--- src/verilog/clkss_params.svh ---
// Constants for the clock source select block: offsets, masks, fields, resets.
// Assumes an APB master with byte addresses and 32-bit data.
`ifndef CLKSS_PARAMS_SVH
`define CLKSS_PARAMS_SVH

// ==========================================================
// Register byte offsets
`define CLKSS_OFF_PIN_MODE 8'h00
`define CLKSS_OFF_RUN_CTRL 8'h04
`define CLKSS_OFF_SUB_SEL 8'h08
`define CLKSS_OFF_SPEED_MODE 8'h0C
`define CLKSS_OFF_SYS_SEL 8'h10

// ==========================================================
// Writable bit masks, plus the read-only status bits of the system select register
`define CLKSS_MASK_PIN_MODE 8'hF7
`define CLKSS_MASK_RUN_CTRL 8'hC3
`define CLKSS_MASK_SUB_SEL 8'h01
`define CLKSS_MASK_SPEED_MODE 8'h90
`define CLKSS_MASK_SYS_SEL 8'h51
`define CLKSS_MASK_SYS_STAT 8'hA2

// ==========================================================
// Reset values
`define CLKSS_RST_PIN_MODE 8'h00
`define CLKSS_RST_RUN_CTRL 8'hC0
`define CLKSS_RST_SUB_SEL 8'h00
`define CLKSS_RST_SPEED_MODE 8'h00
`define CLKSS_RST_SYS_SEL 8'h00

// ==========================================================
// Field positions
`define CLKSS_B_MAIN_EXT 7
`define CLKSS_B_MAIN_OSC 6
`define CLKSS_B_SUB_EXT 5
`define CLKSS_B_SUB_OSC 4
`define CLKSS_B_SUB_DRV_HI 2
`define CLKSS_B_SUB_DRV_LO 1
`define CLKSS_B_MAIN_GAIN 0
`define CLKSS_B_MAIN_HALT 7
`define CLKSS_B_SUB_HALT 6
`define CLKSS_B_MID_RUN 1
`define CLKSS_B_FAST_HALT 0
`define CLKSS_B_SLOW_PICK 0
`define CLKSS_B_LP_GATE 7
`define CLKSS_B_TIMER_PICK 4
`define CLKSS_B_CPU_NOW_SUB 7
`define CLKSS_B_CPU_PICK 6
`define CLKSS_B_MAIN_NOW_EXT 5
`define CLKSS_B_MAIN_PICK 4
`define CLKSS_B_RC_NOW_MID 1
`define CLKSS_B_RC_PICK 0

`endif

--- src/verilog/clkss_pkg.sv ---
// Types for the clock source select block.
// Assumes clkss_params.svh supplies the numbers.
package clkss_pkg;

  // ==========================================================
  // Modes and sources
  typedef enum logic [1:0] {PIN_PORT, PIN_XTAL, PIN_EXTCLK} clkss_pin_mode_t;
  typedef enum logic [1:0] {SRC_FAST_RC, SRC_MID_RC, SRC_EXT_FAST, SRC_SUB} clkss_cpu_src_t;

  // ==========================================================
  // Carriers
  typedef struct packed {
    logic psel;
    logic penable;
    logic pwrite;
    logic [7:0] paddr;
    logic [31:0] pwdata;
  } clkss_apb_req_t;

  typedef struct packed {
    logic [7:0] pin_mode;
    logic [7:0] run_ctrl;
    logic [7:0] sub_sel;
    logic [7:0] speed_mode;
    logic [7:0] sys_sel;
  } clkss_regs_t;

endpackage

--- src/verilog/clkss_apb_regs.sv ---
// APB slave and storage for the five clock control registers.
// Assumes a synchronised active-low reset and a status byte from the parent.
`timescale 1ns/1ps
`include "clkss_params.svh"

module clkss_apb_regs (
  input wire logic clk_in,
  input wire logic rst_n_in,
  input wire clkss_pkg::clkss_apb_req_t req_in,
  input wire logic [7:0] sys_stat_in,
  output clkss_pkg::clkss_regs_t regs_out,
  output logic [31:0] prdata_out,
  output logic pready_out,
  output logic pslverr_out
);

  // ==========================================================
  // Decode
  clkss_pkg::clkss_regs_t regs_q;
  logic [7:0] rd_byte;
  logic hit;
  logic access;
  logic commit;
  logic [7:0] wb;

  assign access = req_in.psel && req_in.penable;
  assign commit = access && pready_out;
  assign wb = req_in.pwdata[7:0];
  assign hit = (req_in.paddr == `CLKSS_OFF_PIN_MODE) || (req_in.paddr == `CLKSS_OFF_RUN_CTRL)
    || (req_in.paddr == `CLKSS_OFF_SUB_SEL) || (req_in.paddr == `CLKSS_OFF_SPEED_MODE)
    || (req_in.paddr == `CLKSS_OFF_SYS_SEL);
  assign rd_byte =
    (req_in.paddr == `CLKSS_OFF_PIN_MODE) ? regs_q.pin_mode :
    (req_in.paddr == `CLKSS_OFF_RUN_CTRL) ? regs_q.run_ctrl :
    (req_in.paddr == `CLKSS_OFF_SUB_SEL) ? regs_q.sub_sel :
    (req_in.paddr == `CLKSS_OFF_SPEED_MODE) ? regs_q.speed_mode :
    (req_in.paddr == `CLKSS_OFF_SYS_SEL) ? (regs_q.sys_sel | sys_stat_in) : 8'h00;
  assign regs_out = regs_q;

  // ==========================================================
  // Handshake: one wait state, answer registered
  always_ff @(posedge clk_in or negedge rst_n_in) begin
    if (!rst_n_in) begin
      pready_out <= 1'b0;
      prdata_out <= 32'h0000_0000;
      pslverr_out <= 1'b0;
    end else begin
      pready_out <= access && !pready_out;
      prdata_out <= (access && !pready_out && !req_in.pwrite) ?
        {24'h00_0000, rd_byte} : 32'h0000_0000;
      pslverr_out <= access && !pready_out && !hit;
    end
  end

  // ==========================================================
  // Storage
  // Masked writes
  always_ff @(posedge clk_in or negedge rst_n_in) begin
    if (!rst_n_in) begin
      regs_q.pin_mode <= `CLKSS_RST_PIN_MODE;
      regs_q.run_ctrl <= `CLKSS_RST_RUN_CTRL;
      regs_q.sub_sel <= `CLKSS_RST_SUB_SEL;
      regs_q.speed_mode <= `CLKSS_RST_SPEED_MODE;
      regs_q.sys_sel <= `CLKSS_RST_SYS_SEL;
    end else if (commit && req_in.pwrite) begin
      if (req_in.paddr == `CLKSS_OFF_PIN_MODE) regs_q.pin_mode <= wb & `CLKSS_MASK_PIN_MODE;
      if (req_in.paddr == `CLKSS_OFF_RUN_CTRL) regs_q.run_ctrl <= wb & `CLKSS_MASK_RUN_CTRL;
      if (req_in.paddr == `CLKSS_OFF_SUB_SEL) regs_q.sub_sel <= wb & `CLKSS_MASK_SUB_SEL;
      if (req_in.paddr == `CLKSS_OFF_SPEED_MODE) regs_q.speed_mode <= wb & `CLKSS_MASK_SPEED_MODE;
      if (req_in.paddr == `CLKSS_OFF_SYS_SEL) regs_q.sys_sel <= wb & `CLKSS_MASK_SYS_SEL;
    end
  end

endmodule // clkss_apb_regs

--- src/verilog/clkss_top.sv ---
// Clock source select control: pin modes, oscillator run controls, source picks.
// Assumes APB master on sys_clk_in; low_power_state_in is high in stop or halt.
//
// Added by the designer: the register addresses and the APB register port.
`timescale 1ns/1ps
`include "clkss_params.svh"

module clkss_top (
  input wire logic sys_clk_in,
  input wire logic rstn_in,
  input wire logic psel_in,
  input wire logic penable_in,
  input wire logic pwrite_in,
  input wire logic [7:0] paddr_in,
  input wire logic [31:0] pwdata_in,
  input wire logic low_power_state_in,
  output logic [31:0] prdata_out,
  output logic pready_out,
  output logic pslverr_out,
  output clkss_pkg::clkss_pin_mode_t main_pin_mode_out,
  output clkss_pkg::clkss_pin_mode_t sub_pin_mode_out,
  output logic main_osc_run_out,
  output logic main_ext_accept_out,
  output logic sub_osc_run_out,
  output logic sub_ext_valid_out,
  output logic fast_rc_run_out,
  output logic mid_rc_run_out,
  output logic [1:0] sub_drive_out,
  output logic main_gain_range_out,
  output logic sub_from_slow_rc_out,
  output logic timer_from_slow_rc_out,
  output logic periph_sub_supply_out,
  output logic main_from_ext_out,
  output clkss_pkg::clkss_cpu_src_t cpu_src_out
);

  // ==========================================================
  // Reset release
  logic rst_meta_q;
  logic rst_n_q;

  always_ff @(posedge sys_clk_in or negedge rstn_in) begin
    if (!rstn_in) begin
      rst_meta_q <= 1'b0;
      rst_n_q <= 1'b0;
    end else begin
      rst_meta_q <= 1'b1;
      rst_n_q <= rst_meta_q;
    end
  end

  // ==========================================================
  // Register file
  clkss_pkg::clkss_apb_req_t req;
  clkss_pkg::clkss_regs_t regs;
  logic [7:0] sys_stat;

  assign req = '{psel: psel_in, penable: penable_in, pwrite: pwrite_in,
    paddr: paddr_in, pwdata: pwdata_in};

  clkss_apb_regs u_regs (
    .clk_in(sys_clk_in),
    .rst_n_in(rst_n_q),
    .req_in(req),
    .sys_stat_in(sys_stat),
    .regs_out(regs),
    .prdata_out(prdata_out),
    .pready_out(pready_out),
    .pslverr_out(pslverr_out)
  );

  // ==========================================================
  // Field decode
  function automatic clkss_pkg::clkss_pin_mode_t pin_mode_f(input logic ext_b, input logic osc_b);
    clkss_pkg::clkss_pin_mode_t m;
    m = clkss_pkg::PIN_PORT;
    if (osc_b) begin
      m = ext_b ? clkss_pkg::PIN_EXTCLK : clkss_pkg::PIN_XTAL;
    end
    return m;
  endfunction

  clkss_pkg::clkss_pin_mode_t main_mode;
  clkss_pkg::clkss_pin_mode_t sub_mode;
  clkss_pkg::clkss_cpu_src_t cpu_src;
  clkss_pkg::clkss_cpu_src_t rc_src;
  logic main_halt;
  logic sub_halt;
  logic cpu_pick;
  logic main_pick;
  logic rc_pick;
  logic lp_gate;

  assign main_mode = pin_mode_f(regs.pin_mode[`CLKSS_B_MAIN_EXT],
    regs.pin_mode[`CLKSS_B_MAIN_OSC]);
  assign sub_mode = pin_mode_f(regs.pin_mode[`CLKSS_B_SUB_EXT], regs.pin_mode[`CLKSS_B_SUB_OSC]);
  assign main_halt = regs.run_ctrl[`CLKSS_B_MAIN_HALT];
  assign sub_halt = regs.run_ctrl[`CLKSS_B_SUB_HALT];
  assign cpu_pick = regs.sys_sel[`CLKSS_B_CPU_PICK];
  assign main_pick = regs.sys_sel[`CLKSS_B_MAIN_PICK];
  assign rc_pick = regs.sys_sel[`CLKSS_B_RC_PICK];
  assign lp_gate = regs.speed_mode[`CLKSS_B_LP_GATE];
  assign rc_src = rc_pick ? clkss_pkg::SRC_MID_RC : clkss_pkg::SRC_FAST_RC;
  assign cpu_src = cpu_pick ? clkss_pkg::SRC_SUB : (main_pick ? clkss_pkg::SRC_EXT_FAST : rc_src);
  // Status readback: current sources shown in the system select register
  assign sys_stat = {cpu_pick, 1'b0, main_pick, 3'b000, rc_pick, 1'b0} & `CLKSS_MASK_SYS_STAT;

  // ==========================================================
  // Output registers
  always_ff @(posedge sys_clk_in or negedge rst_n_q) begin
    if (!rst_n_q) begin
      main_pin_mode_out <= clkss_pkg::PIN_PORT;
      sub_pin_mode_out <= clkss_pkg::PIN_PORT;
      main_osc_run_out <= 1'b0;
      main_ext_accept_out <= 1'b0;
      sub_osc_run_out <= 1'b0;
      sub_ext_valid_out <= 1'b0;
      fast_rc_run_out <= 1'b1;
      mid_rc_run_out <= 1'b0;
      sub_drive_out <= 2'h0;
      main_gain_range_out <= 1'b0;
      sub_from_slow_rc_out <= 1'b0;
      timer_from_slow_rc_out <= 1'b0;
      periph_sub_supply_out <= 1'b1;
      main_from_ext_out <= 1'b0;
      cpu_src_out <= clkss_pkg::SRC_FAST_RC;
    end else begin
      main_pin_mode_out <= main_mode;
      sub_pin_mode_out <= sub_mode;
      main_osc_run_out <= (main_mode == clkss_pkg::PIN_XTAL) && !main_halt;
      main_ext_accept_out <= (main_mode == clkss_pkg::PIN_EXTCLK) && !main_halt;
      sub_osc_run_out <= (sub_mode == clkss_pkg::PIN_XTAL) && !sub_halt;
      sub_ext_valid_out <= (sub_mode == clkss_pkg::PIN_EXTCLK) && !sub_halt;
      fast_rc_run_out <= !regs.run_ctrl[`CLKSS_B_FAST_HALT];
      mid_rc_run_out <= regs.run_ctrl[`CLKSS_B_MID_RUN];
      sub_drive_out <= {regs.pin_mode[`CLKSS_B_SUB_DRV_HI], regs.pin_mode[`CLKSS_B_SUB_DRV_LO]};
      main_gain_range_out <= regs.pin_mode[`CLKSS_B_MAIN_GAIN];
      sub_from_slow_rc_out <= regs.sub_sel[`CLKSS_B_SLOW_PICK];
      timer_from_slow_rc_out <= regs.speed_mode[`CLKSS_B_TIMER_PICK];
      periph_sub_supply_out <= !(low_power_state_in && cpu_pick && lp_gate);
      main_from_ext_out <= main_pick;
      // Fast RC selected while all picks are zero
      cpu_src_out <= cpu_src;
    end
  end

  // ==========================================================
  // Bus handshake checks
  logic addr_mapped;

  assign addr_mapped = (paddr_in[1:0] == 2'b00) && (paddr_in <= `CLKSS_OFF_SYS_SEL);
endmodule // clkss_top

--- config.mk ---
export PLATFORM = sky130hd
export DESIGN_NAME = clkss_top
export DESIGN_NICKNAME = d
export VERILOG_FILES = /design/src/verilog/clkss_pkg.sv /design/src/verilog/clkss_apb_regs.sv /design/src/verilog/clkss_top.sv
export VERILOG_INCLUDE_DIRS = /design/src /design/src/verilog
export SDC_FILE = /design/constraint.sdc
export NUM_CORES = 1
export LEC_CHECK = 0
export BUFFER_PORTS_ARGS = -buffer_cell sky130_fd_sc_hd__buf_2
export CAP_MARGIN = 5
export CORE_MARGIN = 2
export CORE_UTILIZATION = 40
export DETAILED_ROUTE_END_ITERATION = 12
export PLACE_DENSITY_LB_ADDON = 0.08
export SLEW_MARGIN = 20
export SYNTH_ARGS = -nofsm -noshare
export SYNTH_HDL_FRONTEND = slang
export SYNTH_SLANG_ARGS = --single-unit
export TNS_END_PERCENT = 100
--- constraint.sdc ---
create_clock -name sys_clk_in -period 2.2 [get_ports sys_clk_in]
set_clock_uncertainty 0.15 [all_clocks]
set_input_delay 0.55 -clock sys_clk_in [delete_from_list [all_inputs] [get_ports sys_clk_in]]
set_output_delay 0.55 -clock sys_clk_in [all_outputs]
set_load 0.01 [all_outputs]
==> impl_metrics.tcl, run 1 <==
set metrics [dict create \
    clk_path_buf_depth 2 \
    final.fill_count 437 \
    fin_crit_ps 2130 \
    leakagePower_nw 1.30 \
    cts_buffers 5 \
    fmax_mhz 470 \
    antenna_found_initial 0 \
    multi_input_area_um2 671 \
    drt_first_pass_iters 4 \
    grt_pass1_wl_um 5830 \
    ir_drop_mv 0.260 \
    async_reset_ff_share_pct 100 \
    hold_path.class "reg2async" \
    drt-initial-drc-count 39 \
    start_kind "input pin" \
    fin_total_pwr_mw 1.62 \
    status "finished clean" \
    ant_nets 0 \
    worstSetupPathType "in2reg" \
    avgViaCountPerCell 4.37 \
    syn_avg_cell_area_um2 12.5 \
    yosys_register_bits 47 \
    clock_sinks 47 \
    cts-root-buf "clkbuf_8" \
    endpoint_kind "register" \
    powerDensity_mw_per_mm2 674 \
    clock_latency_ps 300 \
    drc 0 \
    synth_cell_types 30 \
    start_util_pct 41.5 \
    avgRoutedWirePerCell_um 12.9 \
    final_area_mm2 0.00241 \
    final.setup.worst_slack_ps 74.2 \
    dp_cells 274 \
    setup_violations 0 \
    slew_viol_final 0 \
    rsz0062_at_grt "no" \
    slew_headroom_pct 64.1 \
    path_cells "buf_2, or4_4, nor4_4, buf_4, and4_1, mux2_2" \
    fin_util_pct 51.1 \
    path_max_fanout 3 \
    h-tree-depth 2 \
    path_clk_slew_ps 90 \
    via_count 1236 \
    hpwl_um 2750 \
    crit_path_max_incr_delay_ps 540 \
    post_cts_buffers 0 \
    syn_to_final_growth_pct 23.0 \
    pin_count 99 \
    wl_um 3660 \
    die_width_um 74.0 \
    yosys_warnings 0 \
    diodes 0 \
    port_buffers 48 \
    placed_cell_area_mm2 0.00227 \
    die_h_um 74.0 \
    cp_top_family "simple AND/OR/NAND/NOR gates" \
    whs_ps 105 \
    num-nets-final 261 \
    core_mm2 0.00472 \
    hold_viol 0 \
    synth_ff_type "dfrtp_1" \
    drive_gt1_share_pct 43.1 \
    crit_arrival_ps 2160 \
    dieArea_mm2 0.00548 \
    syn_area_mm2 0.00196 \
    synthCells 157 \
    seqCellArea_mm2 0.00118 \
    place_ws_ps -341 \
    finalCritPeriodShare_pct 96.6 \
    grt_pass1_vias 1220 \
    row_count 25 \
    grt_usage_pct 14.4 \
    layout.cells.non_filler 283 \
    cap_viol_max_count 0 \
    cp_data_required_time_ps 2240 \
    worstPathBufferInverterCount 2 \
    slowest_stage "or4_4" \
    grt_max_degree 25 \
    gp_congestion 0.771 \
    grt_overflow_total 0 \
    synth_edf_count 0 \
    worst_pin_slew_ps 538 \
    ys_seq_area_share_pct 60.2 \
    setup_tns_ps 0 \
    cts_tree "yes" \
]
[cells in the mapped netlist (3+ instances only)]
cell type  count  area, um^2
dfstp_2        4         105
buf_4         25         188
mux2_2        17         191
mux2i_1        5        50.1
nor3_1         6        30.0
dfrtp_1       43        1080
clkbuf_1       3        11.3
nor2_1         8        30.0
inv_1          5        18.8
a21oi_1        4        20.0
nand3_1        4        20.0
nor2b_1        5        31.3
nand2_1        4        15.0
[sequential cells by signal, summed over array words and instances (netlist names), 2 cells and up]
name	count
sub_drive_out	2
cpu_src_out	2
u_regs.prdata_out	7
u_regs.regs_out	17
sub_pin_mode_out	2
main_pin_mode_out	2
[cells in the final DEF, fill, tap and decap left out, types with 2 or more instances in the layout]
| master | synthesis | final |
|---|---|---|
| mux2_2 | 17 | 14 |
| clkbuf_8 | 0 | 6 |
| a21oi_1 | 4 | 4 |
| mux2_4 | 0 | 3 |
| nand2_1 | 4 | 4 |
| and2_1 | 2 | 2 |
| buf_2 | 2 | 48 |
| nor3_1 | 6 | 6 |
| mux2i_1 | 5 | 5 |
| buf_12 | 0 | 2 |
| buf_4 | 25 | 6 |
| dfrtp_1 | 43 | 42 |
| nor2b_1 | 5 | 5 |
| inv_1 | 5 | 5 |
| conb_1 | 2 | 26 |
| dfstp_2 | 4 | 4 |
| nand3_1 | 4 | 4 |
| or2_2 | 2 | 2 |
| a21o_1 | 2 | 2 |
| or4_4 | 1 | 2 |
| nor2_1 | 8 | 8 |
[worst reg2reg max path, delay by kind of cell, from the launching register on]
kind,cells,cell delay [ps]
and+or+nand+nor,3,620
DFF,1,410
muxes,1,350
buffers and inverters,1,180
[cell families after synthesis]
logic type	synth area share, %
AND/OR/NAND/NOR	12.5
other	0.383
buffers and inverters	11.6
flip-flops	60.2
multiplexers	12.3
AO/OA/AOI/OAI	2.94
[power by group]
part           switching [mW]  internal (mW)
registers              0.0115          0.870
logic                  0.0597         0.0322
clock network           0.279          0.373
total                   0.350           1.28
[path summary, 6_finish.rpt]
kind                              startpoint                     to  slack, ps  cells after the start
max in group asynchronous            rst_n_q  periph_sub_supply_out       1220                      1
hold reg to reg                      rst_n_q    sub_pin_mode_out[1]        100                      0
setup / recovery                 paddr_in[6]    u_regs.regs_out[15]         70                      6
setup reg to reg           u_regs.pready_out    u_regs.regs_out[15]        390                      5
min in group sys_clk_in           rst_meta_q                rst_n_q        200                      0
hold / removal                       rst_n_q    sub_pin_mode_out[1]        100                      0
[cell type report]
class	instances	area share, %
Clock buffer	6	3.42
Clock inverter	2	1.61
Inverter	5	0.778
Multi-Input combinational cell	99	27.8
Sequential cell	47	49.0
Tap cell	67	3.48
Timing Repair Buffer	57	13.9
[metal layers]
layer	share of wire, %	track usage (%)
met5	0	0
met3	6.6	4.88
met4	0.74	6.06
met1	43	18.4
met2	50	22.4
[repair_timing]
action	in CTS	in global routing
hold buffers	1	0
setup endpoints to repair	5	8
endpoints found under the hold margin	2	0
pin swaps	0	1
gates resized for setup	2	0
No activity file was read; power rests on OpenSTA's default activity.
==> inputs of run 2 (changes only) <==
Settings changed: CORE_ASPECT_RATIO set to 1.2.
==> impl_metrics.tcl, run 2 (synthesis results as in run 1) <==
set metrics [dict create \
    cp_top_family "simple AND/OR/NAND/NOR gates" \
    cts_buffers 5 \
    die_width_um 67.9 \
    setup_tns_ps 0 \
    fmax_mhz 469 \
    grt_pass1_vias 1212 \
    drive_gt1_share_pct 43.1 \
    fin_util_pct 50.5 \
    multi_input_area_um2 668 \
    start_kind "input pin" \
    drt-initial-drc-count 75 \
    crit_path_max_incr_delay_ps 540 \
    final_area_mm2 0.00236 \
    slowest_stage "or4_4" \
    grt_overflow_total 0 \
    via_count 1244 \
    path_max_fanout 4 \
    final.setup.worst_slack_ps 66.7 \
    num-nets-final 261 \
    largest_reg_flops 17 \
    most-common-layout-cells "buf_2, dfrtp_1, conb_1, mux2_2" \
    h-tree-depth 2 \
    rsz0062_at_grt "no" \
    diodes 0 \
    worstPathBufferInverterCount 2 \
    core_mm2 0.00466 \
    slew_viol_final 0 \
    antenna_found_initial 0 \
    dieArea_mm2 0.00548 \
    cts_tree "yes" \
    cp_data_required_time_ps 2240 \
    avgRoutedWirePerCell_um 13.5 \
    row_count 27 \
    clock_sinks 47 \
    leakagePower_nw 1.28 \
    grt_max_degree 29 \
    placed_cell_area_mm2 0.00224 \
    pin_count 99 \
    worstSetupPathType "in2reg" \
    grt_usage_pct 15.2 \
    crit_arrival_ps 2170 \
    status "finished clean" \
    path_cells "buf_2, or4_4, nor4_4, and3_1, buf_4, mux2_2" \
    gp_congestion 0.756 \
    die_h_um 80.7 \
    grt_pass1_wl_um 6000 \
    endpoint_kind "register" \
    hpwl_um 2820 \
    clock_latency_ps 300 \
    ir_drop_mv 0.383 \
    powerDensity_mw_per_mm2 652 \
    cts-root-buf "clkbuf_8" \
    post_cts_buffers 0 \
    cap_viol_max_count 0 \
    finalCritPeriodShare_pct 97.0 \
    seqCellArea_mm2 0.00118 \
    port_buffers 48 \
    setup_violations 0 \
    hold_viol 0 \
    layout_commonest_cell "buf_2" \
    drc 0 \
    whs_ps 135 \
    syn_to_final_growth_pct 20.2 \
    slew_headroom_pct 59.6 \
    final.fill_count 442 \
    worst_pin_slew_ps 606 \
    clk_path_buf_depth 2 \
    start_util_pct 42.1 \
    place_ws_ps -299 \
    wl_um 3700 \
    avgViaCountPerCell 4.54 \
    fin_crit_ps 2130 \
    path_clk_slew_ps 80 \
    ant_nets 0 \
    drt_first_pass_iters 4 \
    hold_path.class "reg2async" \
]
[run 2: cell count changes in the layout (fill, tap and decap cells not counted), sizes merged]
cell	previous run	this run
clkbuf	6	7
bufinv	1	0
clkinvlp	0	1
inv	6	5
[run 2: cell type report]
type	instances	share of cell area [%]
tap	58	3.08
clock inverter	1	0.319
sequential	47	50.2
timing repair buffer	57	13.2
inverter	5	0.797
multi-input combinational	99	28.4
clock buffer	7	4.09
[run 2: path summary, 6_finish.rpt]
kind | startpoint | to | slack [ps] | cells after the start
setup / recovery | paddr_in[6] | u_regs.regs_out[37] | 70 | 6
hold / removal | rst_n_q | main_osc_run_out | 140 | 0
setup reg to reg | u_regs.pready_out | u_regs.regs_out[37] | 520 | 5
hold reg to reg | rst_n_q | main_osc_run_out | 140 | 0
max in group asynchronous | rst_n_q | sub_osc_run_out | 1190 | 1
min in group sys_clk_in | rst_meta_q | rst_n_q | 210 | 0
[run 2: metal layers]
metal  share of wire [%]  global-route usage, %
met5                   0                      0
met4                 2.3                   7.40
met3                 6.5                   4.90
met2                  50                   23.2
met1                  41                   19.2
[run 2: report_power, final]
group          total, mW  leakage (nW)  internal, mW  switching (mW)
combinational     0.0876         0.598        0.0298          0.0578
sequential         0.882         0.635         0.870          0.0127
clock              0.567        0.0505         0.286           0.281
total               1.54          1.28          1.19           0.351
[run 2: what timing repair did]
item / CTS / global route
endpoints found under the hold margin: 2 / 0
endpoints found under the setup margin: 0 / 7
resized for setup: 0 / 2
hold buffers: 1 / 0
[run 2: worst register-to-register path, stage by stage (launching register included)]
cell	delay [ps]
dfrtp_1	410
nand2_1	110
nor4_4	190
and3_1	210
buf_4	160
mux2_2	340
[run 2: stage by stage]
step           instances  total power [mW]
2_1_floorplan        181             0.978
4_1_cts              274              1.55
5_1_grt              274              1.61
3_3_place_gp         265             0.983
3_5_place_dp         265             0.986
6_report             274              1.54
==> inputs of run 3 (changes only) <==
Settings changed: RECOVER_POWER set to 100.
==> impl_metrics.tcl, run 3 (synthesis results as in run 1) <==
set metrics [dict create \
    power_frac_clock_pct 37.0 \
    fmax_mhz 469 \
    clock_sinks 47 \
    reg2reg_depth 5 \
    cts_tree "yes" \
    grt_pass1_wl_um 6000 \
    start_util_pct 42.1 \
    antenna_found_initial 0 \
    start_kind "input pin" \
    port_buffers 48 \
    drt_first_pass_iters 4 \
    syn_to_final_growth_pct 17.7 \
    path_max_fanout 3 \
    rsz0062_at_grt "no" \
    setup_tns_ps 0 \
    combPwrFrac_pct 5.5 \
    drt-initial-drc-count 72 \
    grt_usage_pct 15.2 \
    num-nets-final 261 \
    most-common-layout-cells "dfrtp_1, clkbuf_1, conb_1, buf_2, mux2_2" \
    ir_drop_mv 0.383 \
    worstSetupPathType "in2reg" \
    die_h_um 80.7 \
    dieArea_mm2 0.00548 \
    pin_count 99 \
    r2r_start "u_regs.pready_out" \
    post_cts_buffers 0 \
    drive_gt1_share_pct 27.3 \
    switching_share_pct 22.9 \
    hold_depth 0 \
    dp_cells 265 \
    largest_reg_flops 17 \
    status "finished clean" \
    path_clk_slew_ps 80 \
    endpoint_kind "register" \
    r2r_setup_slack_ps 520 \
    final.fill_count 464 \
    whs_endpoint "rst_n_q" \
    clock_latency_ps 300 \
    finalCritPeriodShare_pct 97.0 \
    drc 0 \
    slew_headroom_pct 26.5 \
    cts_buffers 5 \
    switchingPower_mw 0.352 \
    avgRoutedWirePerCell_um 13.6 \
    worstReg2RegEnd "u_regs.regs_out[12]" \
    crit_arrival_ps 2170 \
    die_width_um 67.9 \
    grt_overflow_total 0 \
    hpwl_um 2820 \
    row_count 27 \
    via_count 1244 \
    hold_viol 0 \
    ant_nets 0 \
    avgViaCountPerCell 4.54 \
    fin_crit_ps 2130 \
    holdCritStartpoint "rst_meta_q" \
    grt_max_degree 29 \
    leakagePower_nw 1.16 \
    layout_commonest_cell "dfrtp_1" \
    worst_pin_slew_ps 1100 \
    powerDensity_mw_per_mm2 665 \
    clk_path_buf_depth 2 \
    wl_um 3740 \
    power.share.sequential_pct 57.5 \
    slew_viol_final 0 \
    gp_congestion 0.756 \
    hold_path.class "reg2reg" \
    layout.cells.non_filler 274 \
    diodes 0 \
    cp_data_required_time_ps 2240 \
    grt_pass1_vias 1212 \
    cts-root-buf "clkbuf_8" \
    core_mm2 0.00466 \
    setup_violations 0 \
    cap_viol_max_count 0 \
    internal_power_mw 1.18 \
    h-tree-depth 2 \
]
## run 3: area by class of cell
cell class                      instances  area, um^2  share of cell area [%]
Clock buffer                            7        96.3                    4.18
Clock inverter                          1        7.51                   0.325
Inverter                                5        18.8                   0.813
Multi-Input combinational cell         99         664                    28.8
Sequential cell                        47        1180                    51.2
Tap cell                               58        72.6                    3.15
Timing Repair Buffer                   57         267                    11.6
## run 3: worst max path at each step
stage,from,endpoint,cells after the start
after detailed placement,paddr_in[6],u_regs.prdata_out[6],5
final,paddr_in[6],u_regs.regs_out[12],6
after CTS,paddr_in[6],u_regs.prdata_out[6],5
after global placement,paddr_in[6],u_regs.regs_out[15],6
after floorplan,paddr_in[6],u_regs.prdata_out[2],5
after global routing,paddr_in[6],u_regs.regs_out[12],6
## run 3: metrics by stage
stage                     power [mW]  util (%)  worst slack [ps]  cell area [um^2]  hold WS [ps]
after floorplan                0.978         -             -76.0              2080           104
after global placement         0.983      48.0              -295              2240           143
after detailed placement       0.986      48.0              -299              2240           153
after CTS                       1.55      50.4              1.75              2350           156
after global routing            1.61      49.5              19.7              2310           235
final                           1.53      49.5              66.3              2310           215
## run 3: worst max-delay path: stages
cell	delay, ps
buf_2	100
or4_4	540
nor4_4	270
buf_4	170
and4_4	220
mux2_2	330
## run 3: power groups by stage
| stage | combinational [mW] | clock, mW | sequential, mW |
|---|---|---|---|
| 6_report | 0.0849 | 0.567 | 0.882 |
| 5_1_grt | 0.0951 | 0.629 | 0.885 |
| 4_1_cts | 0.0870 | 0.582 | 0.883 |
| 3_5_place_dp | 0.0856 | 0 | 0.900 |
| 3_3_place_gp | 0.0835 | 0 | 0.899 |
| 2_1_floorplan | 0.0754 | 0 | 0.902 |
## run 3: repair_timing
item / 4_1_cts / 5_1_grt
hold endpoints to repair: 2 / 0
hold buffers: 1 / 0
resized for setup: 0 / 2
endpoints found under the setup margin: 0 / 7
## run 3: per-layer routing
metal	global-route usage (%)	wire length [um]	vias up
met2	23.2	1870	50
met3	4.90	248	9
met4	7.40	86	0
met5	0	0	-
met1	19.2	1540	597
li1	-	-	588
